[src/shared/tmr_pkg.sv]
// Package for the dual legacy timer/counter block.
// Assumes an Avalon-MM byte address where each register takes one word.
package tmr_pkg;
  // Register indices; the byte address is four times the index.
  localparam logic [7:0] IDX_RUN_CTRL   = 8'h88;
  localparam logic [7:0] IDX_MODE_CTRL  = 8'h89;
  localparam logic [7:0] IDX_T0_LOW     = 8'h8a;
  localparam logic [7:0] IDX_T1_LOW     = 8'h8b;
  localparam logic [7:0] IDX_T0_HIGH    = 8'h8c;
  localparam logic [7:0] IDX_T1_HIGH    = 8'h8d;
  localparam logic [7:0] IDX_IRQ_STATUS = 8'h90;
  localparam logic [7:0] IDX_IRQ_MASK   = 8'h91;

  // Fields of the shared mode register.
  localparam int MODE_T0_LSB  = 0;
  localparam int CSEL_T0_BIT  = 2;
  localparam int GATE_T0_BIT  = 3;
  localparam int MODE_T1_LSB  = 4;
  localparam int CSEL_T1_BIT  = 6;
  localparam int GATE_T1_BIT  = 7;

  // Fields of the run control register.
  localparam int RUN_T0_BIT = 4;
  localparam int RUN_T1_BIT = 6;

  // Reset values.
  localparam logic [7:0] MODE_RESET  = 8'h00;
  localparam logic [7:0] COUNT_RESET = 8'h00;
  localparam logic [1:0] BITS_RESET  = 2'h0;

  // Timer mode advances once every this many system clocks.
  localparam int         TIMER_DIV      = 12;
  localparam logic [3:0] DIV_LAST       = 4'(TIMER_DIV - 1);
  localparam logic [4:0] PRESCALE_LAST  = 5'h1f;

  typedef enum logic [1:0] {
    TMR_MODE_13BIT,
    TMR_MODE_16BIT,
    TMR_MODE_RELOAD,
    TMR_MODE_SPLIT
  } tmr_mode_t;
endpackage

[src/verilog/tmr_dual_timer.sv]
// Two legacy timer/counters with a shared mode register and Avalon slave.
// Assumes count pins are asynchronous and isr_enter_i comes from logic on
// the system clock, one pulse per interrupt service entry.
`timescale 1ns/1ps
module tmr_dual_timer
  import tmr_pkg::*;
(
  input  wire logic        sys_clk_i,          // System clock, 100 MHz
  input  wire logic        rst_n_i,            // Async reset, active low
  input  wire logic [9:0]  avs_address_i,      // Byte address
  input  wire logic        avs_read_i,         // Read request
  input  wire logic        avs_write_i,        // Write request
  input  wire logic [31:0] avs_writedata_i,    // Write data
  input  wire logic [3:0]  avs_byteenable_i,   // Byte lanes
  output logic      [31:0] avs_readdata_o,     // Read data
  output logic             avs_waitrequest_o,  // Stall the master
  input  wire logic        timer_zero_input_pin_i, // Count/gate pin 0
  input  wire logic        timer_one_input_pin_i,  // Count/gate pin 1
  input  wire logic [1:0]  isr_enter_i,        // Service entered pulses
  output logic      [1:0]  overflow_flag_o,    // Overflow flags
  output logic             irq_o               // Masked interrupt level
);
  logic [7:0]  mode_ctrl;
  logic [1:0]  run;
  logic [7:0]  t0_low;
  logic [7:0]  t0_high;
  logic [7:0]  t1_low;
  logic [7:0]  t1_high;
  logic [1:0]  flag;
  logic [1:0]  mask;
  logic        ack;
  logic [1:0]  pin_meta;
  logic [1:0]  pin_sync;
  logic [1:0]  pin_prev;
  logic [3:0]  div_cnt;

  logic        tick;
  logic [1:0]  pin_fall;
  logic [7:0]  idx;
  logic        wr_hit;
  tmr_mode_t   mode0;
  tmr_mode_t   mode1;
  logic [1:0]  gate_ok;
  logic        t0_inc;
  logic        t1_inc;
  logic        t0h_inc;
  logic        t0_split;
  logic [16:0] step0;
  logic [16:0] step1;
  logic [1:0]  ovf_set;
  logic [1:0]  next_flag;
  logic [7:0]  rd_val;

  assign idx    = avs_address_i[9:2];
  assign wr_hit = avs_write_i && ack && avs_byteenable_i[0]
                  && (avs_address_i[1:0] == 2'b00);
  assign mode0  = tmr_mode_t'(mode_ctrl[MODE_T0_LSB +: 2]);
  assign mode1  = tmr_mode_t'(mode_ctrl[MODE_T1_LSB +: 2]);
  assign t0_split = (mode0 == TMR_MODE_SPLIT);

  // Avalon slave: one wait cycle, then the access completes.
  always_ff @(posedge sys_clk_i or negedge rst_n_i)
  begin
    if (!rst_n_i)
      ack <= 1'b0;
    else
      ack <= (avs_read_i || avs_write_i) && !ack;
  end

  always_ff @(posedge sys_clk_i or negedge rst_n_i)
  begin
    if (!rst_n_i)
      avs_waitrequest_o <= 1'b1;
    else
      avs_waitrequest_o <= !((avs_read_i || avs_write_i) && !ack);
  end

  always_comb
  begin
    unique case (idx)
      IDX_RUN_CTRL:   rd_val = {flag[1], run[1], flag[0], run[0], 4'h0};
      IDX_MODE_CTRL:  rd_val = mode_ctrl;
      IDX_T0_LOW:     rd_val = t0_low;
      IDX_T1_LOW:     rd_val = t1_low;
      IDX_T0_HIGH:    rd_val = t0_high;
      IDX_T1_HIGH:    rd_val = t1_high;
      IDX_IRQ_STATUS: rd_val = {6'h00, flag};
      IDX_IRQ_MASK:   rd_val = {6'h00, mask};
      default:        rd_val = 8'h00;
    endcase
  end

  always_ff @(posedge sys_clk_i or negedge rst_n_i)
  begin
    if (!rst_n_i)
      avs_readdata_o <= 32'h0000_0000;
    else if (avs_read_i && !ack)
      avs_readdata_o <= {24'h000000, rd_val};
  end

  // Pins pass two flops; edges are found past the second one only.
  always_ff @(posedge sys_clk_i or negedge rst_n_i)
  begin
    if (!rst_n_i)
    begin
      pin_meta <= 2'b11;
      pin_sync <= 2'b11;
      pin_prev <= 2'b11;
    end
    else
    begin
      pin_meta <= {timer_one_input_pin_i, timer_zero_input_pin_i};
      pin_sync <= pin_meta;
      pin_prev <= pin_sync;
    end
  end
  assign pin_fall = pin_prev & ~pin_sync;

  always_ff @(posedge sys_clk_i or negedge rst_n_i)
  begin
    if (!rst_n_i)
      div_cnt <= 4'h0;
    else if (div_cnt == DIV_LAST)
      div_cnt <= 4'h0;
    else
      div_cnt <= div_cnt + 4'h1;
  end
  assign tick = (div_cnt == DIV_LAST);

  assign gate_ok[0] = !mode_ctrl[GATE_T0_BIT] || pin_sync[0];
  assign gate_ok[1] = !mode_ctrl[GATE_T1_BIT] || pin_sync[1];
  assign t0_inc = run[0] && gate_ok[0]
                  && (mode_ctrl[CSEL_T0_BIT] ? pin_fall[0] : tick);
  // Timer one holds in mode 3; while timer zero is split it runs flagless.
  assign t1_inc = run[1] && gate_ok[1] && (mode1 != TMR_MODE_SPLIT)
                  && (mode_ctrl[CSEL_T1_BIT] ? pin_fall[1] : tick);
  assign t0h_inc = t0_split && run[1] && gate_ok[1] && tick;

  // Returns {overflow, high, low} after one count in the given mode.
  function automatic logic [16:0] step(input tmr_mode_t m,
                                       input logic [7:0] lo,
                                       input logic [7:0] hi);
    logic [16:0] r;
    r = {1'b0, hi, lo};
    unique case (m)
      TMR_MODE_13BIT:
      begin
        r[4:0] = lo[4:0] + 5'h01;
        if (lo[4:0] == PRESCALE_LAST)
        begin
          r[15:8] = hi + 8'h01;
          r[16]   = (hi == 8'hff);
        end
      end
      TMR_MODE_16BIT:
        r = {1'b0, hi, lo} + 17'h00001;
      TMR_MODE_RELOAD:
      begin
        r[7:0] = (lo == 8'hff) ? hi : lo + 8'h01;
        r[16]  = (lo == 8'hff);
      end
      TMR_MODE_SPLIT:
      begin
        r[7:0] = lo + 8'h01;
        r[16]  = (lo == 8'hff);
      end
    endcase
    return r;
  endfunction

  assign step0 = step(mode0, t0_low, t0_high);
  assign step1 = step(mode1, t1_low, t1_high);

  always_ff @(posedge sys_clk_i or negedge rst_n_i)
  begin
    if (!rst_n_i)
    begin
      mode_ctrl <= MODE_RESET;
      run       <= BITS_RESET;
      mask      <= BITS_RESET;
    end
    else if (wr_hit)
    begin
      if (idx == IDX_MODE_CTRL)
        mode_ctrl <= avs_writedata_i[7:0];
      if (idx == IDX_RUN_CTRL)
        run <= {avs_writedata_i[RUN_T1_BIT],
                avs_writedata_i[RUN_T0_BIT]};
      if (idx == IDX_IRQ_MASK)
        mask <= avs_writedata_i[1:0];
    end
  end

  // A software write to a count byte wins over the count in that cycle.
  always_ff @(posedge sys_clk_i or negedge rst_n_i)
  begin
    if (!rst_n_i)
    begin
      t0_low  <= COUNT_RESET;
      t0_high <= COUNT_RESET;
    end
    else
    begin
      if (wr_hit && idx == IDX_T0_LOW)
        t0_low <= avs_writedata_i[7:0];
      else if (t0_inc)
        t0_low <= step0[7:0];
      if (wr_hit && idx == IDX_T0_HIGH)
        t0_high <= avs_writedata_i[7:0];
      else if (t0h_inc)
        t0_high <= t0_high + 8'h01;
      else if (t0_inc && !t0_split)
        t0_high <= step0[15:8];
    end
  end

  always_ff @(posedge sys_clk_i or negedge rst_n_i)
  begin
    if (!rst_n_i)
    begin
      t1_low  <= COUNT_RESET;
      t1_high <= COUNT_RESET;
    end
    else
    begin
      if (wr_hit && idx == IDX_T1_LOW)
        t1_low <= avs_writedata_i[7:0];
      else if (t1_inc)
        t1_low <= step1[7:0];
      if (wr_hit && idx == IDX_T1_HIGH)
        t1_high <= avs_writedata_i[7:0];
      else if (t1_inc)
        t1_high <= step1[15:8];
    end
  end

  // In split mode timer one's flag belongs to the high byte of timer zero.
  assign ovf_set[0] = t0_inc && step0[16];
  assign ovf_set[1] = t0_split ? (t0h_inc && t0_high == 8'hff)
                               : (t1_inc && step1[16]);

  // A new overflow wins over a clear from software or service entry.
  always_comb
  begin
    next_flag = flag;
    if (wr_hit && idx == IDX_IRQ_STATUS)
      next_flag = next_flag & ~avs_writedata_i[1:0];
    next_flag = (next_flag & ~isr_enter_i) | ovf_set;
  end

  always_ff @(posedge sys_clk_i or negedge rst_n_i)
  begin
    if (!rst_n_i)
    begin
      flag            <= BITS_RESET;
      overflow_flag_o <= BITS_RESET;
      irq_o           <= 1'b0;
    end
    else
    begin
      flag            <= next_flag;
      overflow_flag_o <= next_flag;
      irq_o           <= |(next_flag & mask);
    end
  end
endmodule // tmr_dual_timer

[config.mk]
export PLATFORM = sky130hd
export DESIGN_NAME = tmr_dual_timer
export DESIGN_NICKNAME = d
export VERILOG_FILES = /design/src/shared/tmr_pkg.sv /design/src/verilog/tmr_dual_timer.sv
export SDC_FILE = /design/constraint.sdc
export NUM_CORES = 1
export LEC_CHECK = 0
export BUFFER_PORTS_ARGS = -buffer_cell sky130_fd_sc_hd__buf_2
export CORE_AREA = 8 8 114 116
export DETAILED_ROUTE_END_ITERATION = 8
export DIE_AREA = 0 0 122 124
export GPL_TIMING_DRIVEN = 1
export SYNTH_ARGS = -nofsm -noshare
export SYNTH_HDL_FRONTEND = slang
export SYNTH_SLANG_ARGS = --single-unit
[constraint.sdc]
create_clock -name sys_clk_i -period 5.7 [get_ports sys_clk_i]
set_input_delay 0.285 -clock sys_clk_i [delete_from_list [all_inputs] [get_ports sys_clk_i]]
set_output_delay 0.285 -clock sys_clk_i [all_outputs]
set_load 0.01 [all_outputs]
# Yosys cells after proc, flatten, opt, wreduce, memory -nomap -nowiden
# Index checks and enable logic that the tools add are counted.
# Widths: inputs -> output; s select.
# totals
memories	0
latch_bits	0
rom_bits	0
reg_bits	67
mem_bits_rw	0
# classes
addsub	9
div	0
n_lt_le_gt_ge	0
multipliers	0
eq_ne	24
n_mux	27
shift	0
n_reduce_logical	51
bitwise	8
# ops
op	count
$eq 8x8->1 const B	12
$mux 8	11
$pmux 8 s8	1
$pmux 5 s4	2
$add 16x1->17 const B	2
$add 8x1->8 const B	4
$pmux 8 s2	2
$logic_and 1x1->1	22
$mux 9	2
$pmux 3 s3	2
$reduce_bool 4->1	3
$add 5x1->5 const B	2
$eq 5x5->1 const B	2
$reduce_and 2->1	5
$and 2x2->2	4
$eq 2x2->1 const B	4
$logic_not 2->1	3
$not 2->2	3
$pmux 1 s3	2
$reduce_and 3->1	2
$reduce_bool 2->1	3
$reduce_bool 3->1	2
$reduce_or 2->1	3
$logic_not 1->1	5
other kinds (11)	16

# Longest topological paths before layout
# logic_depth
word_depth	10
ltp_mapped	9

# Worst setup path before layout
# OpenSTA, ideal clock, no wires.
# synth_timing
path_type	register -> register
startpoint	register t1_low[0]
endpoint	register t1_high[6]
setup_ns	0.136
setup_slack_ns	3.605
arrival_ns	1.959
path_stages_with_launch	10
n_path_buf	0
period_less_slack_ns	2.095
t_required_ns	5.564
cell_sequence	dfrtp_1 -> ha_1 -> and3_1 -> ha_1 -> o21ba_2 -> o2111ai_1 -> nor3b_1 -> nor2b_1 -> xnor2_1 -> o21ai_0
# synth_between
elab_chain_len	4
# synth_lines
element	line	text
from (decl)	tmr_dual_timer.sv:27	logic [7:0] t1_low;
from (signal assigned)	tmr_dual_timer.sv:227	t1_low <= avs_writedata_i[7:0];
from (signal assigned)	tmr_dual_timer.sv:229	t1_low <= step1[7:0];
$add 16x1->17	tmr_dual_timer.sv:156	r = {1'b0, hi, lo} + 17'h00001;
$pmux 8 s2	tmr_dual_timer.sv:145	unique case (m)
$mux 8	tmr_dual_timer.sv:232	else if (t1_inc)
$mux 8	tmr_dual_timer.sv:230	if (wr_hit && idx == IDX_T1_HIGH)
to (signal assigned)	tmr_dual_timer.sv:231	t1_high <= avs_writedata_i[7:0];
to (signal assigned)	tmr_dual_timer.sv:233	t1_high <= step1[15:8];
to (decl)	tmr_dual_timer.sv:28	logic [7:0] t1_high;
# Several ways; a longest one is shown, not always the timed one. The select of a mux whose other input is x is not followed.
# A chain may end at the register's enable or synchronous reset.

# Worst setup path in the final report
# layout_timing
startpoint	register t1_low[0]
endpoint	register t1_high[4]
# Same word-level chain as after synthesis.

==> metrics.md <==
| Metric | Value |
|---|---|
| Status | `completed` |
| Cell Rows | `39` |
| WL/cell | `18.3 µm` |
| Vias in the first global route | `3552` |
| Reg clk slew, reported paths | `0.06 ns` |
| Critical path startpoint category | `register` |
| PD cells | `237 nW/µm²` |
| I/O Buffers | `38` |
| Critical Setup Path Class | `reg2reg` |
| VDD IR max | `0.137 mV` |
| Syn. warnings | `0` |
| Largest net degree at the start of global routing | `68` |
| H-Tree Level Count | `3` |
| Gr ovfl total | `0` |
| Max Freq | `0.374 GHz` |
| CTS Buf Count | `9` |
| GP Congestion | `0.944` |
| Util after Layout | `43.7%` |
| Post-Syn Instances | `485` |
| Final slew viol count | `0` |
| Final Cycle Share | `46.8%` |
| Post-route design area | `4880 µm²` |
| # setup viols final | `0` |
| Post-DRT Antenna Nets | `0` |
| Worst-Skew Late Latency | `0.34 ns` |
| Max-cap violations | `0` |
| Clock tree from TritonCTS | `yes` |
| P&R area growth vs syn | `12.1%` |
| Synth Flop Type | `dfrtp_1` |
| Cell variety after synth | `70` |
| First-pass GRT wire length | `19200 µm` |
| Hold WS | `0.0448 ns` |
| Fin crit period | `2.67 ns` |
| Router iterations before antenna repair | `7` |
| Most frequent CP cell | `ha_1` |
| RSZ-0062 raised after global routing | `false` |
| Initial DRC count | `247` |
| Yosys reg bits | `67` |
| Most frequent cells in the layout | `dfrtp_1 (60), nand2_1 (57), o21ai_0 (48)` |
| Setup crit end kind | `register` |
| Core area | `11200 µm²` |
| Critical path's largest stage delay | `0.47 ns` |
| Clk_skew | `0.0139 ns` |
| Clock Tree Buf Depth | `2` |
| Initial antenna violation count | `0` |
| Clk sinks | `67` |
| Hold Path Class | `in2reg` |
| Vias per cell | `5.63` |
| Drt drc | `0` |
| Number of synthesized flops with an enable pin | `0` |
| Fin Setup TNS | `0 ns` |
| Worst-path maximum fanout | `6` |
| Mean Syn Cell Area | `8.97 µm²` |
| CP Cell Sequence | `ha_1, and3_1, ha_1, o21ba_2, o2111ai_1, nor3b_1, nand3_1, xor2_1, mux2i_1` |
| Die width | `122 µm` |
| Sequential cell area fraction in the yosys report | `38.7%` |
| Post-Syn Area | `4350 µm²` |
| Slew headroom | `20.2%` |
| Total power | `0.00115 W` |
| Initial core utilization | `38.9%` |
| Crit path DAT | `2.92 ns` |
| Die ar. | `15100 µm²` |
| Antenna cells | `0` |
| Overall routed net length | `12100 µm` |
| Post-CTS Setup Inserts | `0` |
| Clk root buf | `clkbuf_16` |
| Die Ht | `124 µm` |
| Commonest non-fill, non-tap cell in the layout | `dfrtp_1` |
| Slowest CP cell | `dfrtp_1` |
| Final nets | `576` |
| HPWL Detailed | `9030 µm` |
| CTS resizes | `0` |
| Worst path required time | `5.95 ns` |
| GRT Overall Usage | `16.3%` |
| I/O pin count | `90` |
| Fillcell total | `1112` |
| Worst-Margin Slew | `1.19 ns` |
| Vias | `3736` |
| Hold-fix buffer count after cts | `0` |
| Leakage power | `2.10 nW` |
| Hold Vio Cnt, Final | `0` |
| Placed cell areas | `4560 µm²` |
| Fraction of layout cells with a size suffix above 1 | `18.8%` |
| Fraction of registers with async set/reset | `100%` |
==> through the flow <==
stage	setup slack [ns]	cells
after floorplan	3.61	508
after global placement	3.12	647
after detailed placement	3.11	647
after CTS	3.10	663
after global routing	2.79	663
final	3.03	663
==> final timing paths <==
kind	from	endpoint	slack [ns]	cells after the start
max reg2reg	t1_low[0]	t1_high[4]	3.03	9
max	t1_low[0]	t1_high[4]	3.03	9
min in group asynchronous	rst_n_i	t1_low[3]	0.13	2
min reg2reg	pin_meta[1]	pin_sync[1]	0.36	0
min	timer_zero_input_pin_i	pin_meta[0]	0.04	1
max in group asynchronous	rst_n_i	t0_high[0]	5.00	2
==> state kept, by name, summed over array words and instances (netlist names) <==
register	flops
t1_high	8
t0_high	8
t1_low	8
avs_waitrequest_o	1
flag	2
run	2
t0_low	8
ack	1
irq_o	1
mask	2
pin_meta	2
pin_prev	2
avs_readdata_o	8
mode_ctrl	8
pin_sync	2
div_cnt	4
==> per-layer routing <==
layer / GRT usage, % / vias up / share of wire [%] / routed length, µm
met1: 21.7 / 1780 / 43 / 5200
met4: 6.25 / 0 / 2.5 / 302
met5: 0 / - / 0 / 0
li1: - / 1769 / - / -
met3: 3.99 / 25 / 10 / 1220
met2: 25.2 / 162 / 45 / 5420
==> cells by family (layout without fill, tap and decap cells) <==
group / after synthesis / in the layout / share of synthesized area [%]
other: 1 / 24 / 0.0862
adder cells (fa/ha/maj): 7 / 7 / 2.01
XOR/XNOR: 14 / 14 / 2.82
buffers and inverters: 57 / 69 / 7.25
multiplexers: 34 / 34 / 10.1
flip-flops: 67 / 67 / 38.7
AO/OA/AOI/OAI: 118 / 118 / 17.3
AND/OR/NAND/NOR: 187 / 187 / 21.7
==> cells in the mapped netlist, types with 3 or more instances <==
library cell	count	share of area, %
nor3_1	7	0.80
a22o_1	7	1.4
nor2_1	41	3.5
dfstp_2	7	4.2
clkbuf_1	16	1.4
nand2b_1	10	1.4
nand4_1	12	1.7
dfrtp_1	60	35
a221oi_1	4	0.80
or3_1	4	0.57
xor2_1	7	1.4
o21ai_0	48	5.5
inv_1	12	1.0
a41oi_1	3	0.60
mux2i_1	13	3.0
o22ai_1	4	0.57
nor2b_1	4	0.57
nor4_1	4	0.57
nor3b_1	3	0.52
xnor2_1	7	1.4
and2_1	3	0.43
mux2_2	10	2.6
a21oi_1	23	2.6
nand3_1	16	1.8
and3_1	9	1.3
mux2_4	7	2.4
ha_1	7	2.0
buf_4	24	4.1
mux4_2	4	2.1
nand2_1	57	4.9
==> area by class of cell <==
class / count / area, µm² / area share, %
clock buffer: 10 / 229 / 4.69
clock inverter: 6 / 90.1 / 1.85
inverter: 12 / 45.0 / 0.923
multi-input combinational: 384 / 2440 / 50.0
sequential: 67 / 1690 / 34.5
tap: 143 / 179 / 3.67
timing repair buffer: 41 / 213 / 4.36
==> report_power, final <==
part	internal, W	leakage [nW]	switching, W
combinational	0.0000214	1.18	0.0000483
clock	0.000384	0.153	0.000212
sequential	0.000484	0.766	0.00000567
==> critical path, delay by kind of cell, from the launching register on <==
| family | cells | cell delay (ns) |
|---|---|---|
| compound gates | 2 | 0.47 |
| mux | 1 | 0.14 |
| fa+ha+maj | 2 | 0.53 |
| xor+xnor | 1 | 0.16 |
| flops | 1 | 0.47 |
| simple gates | 3 | 0.80 |
(Power assumes the default switching activity.)
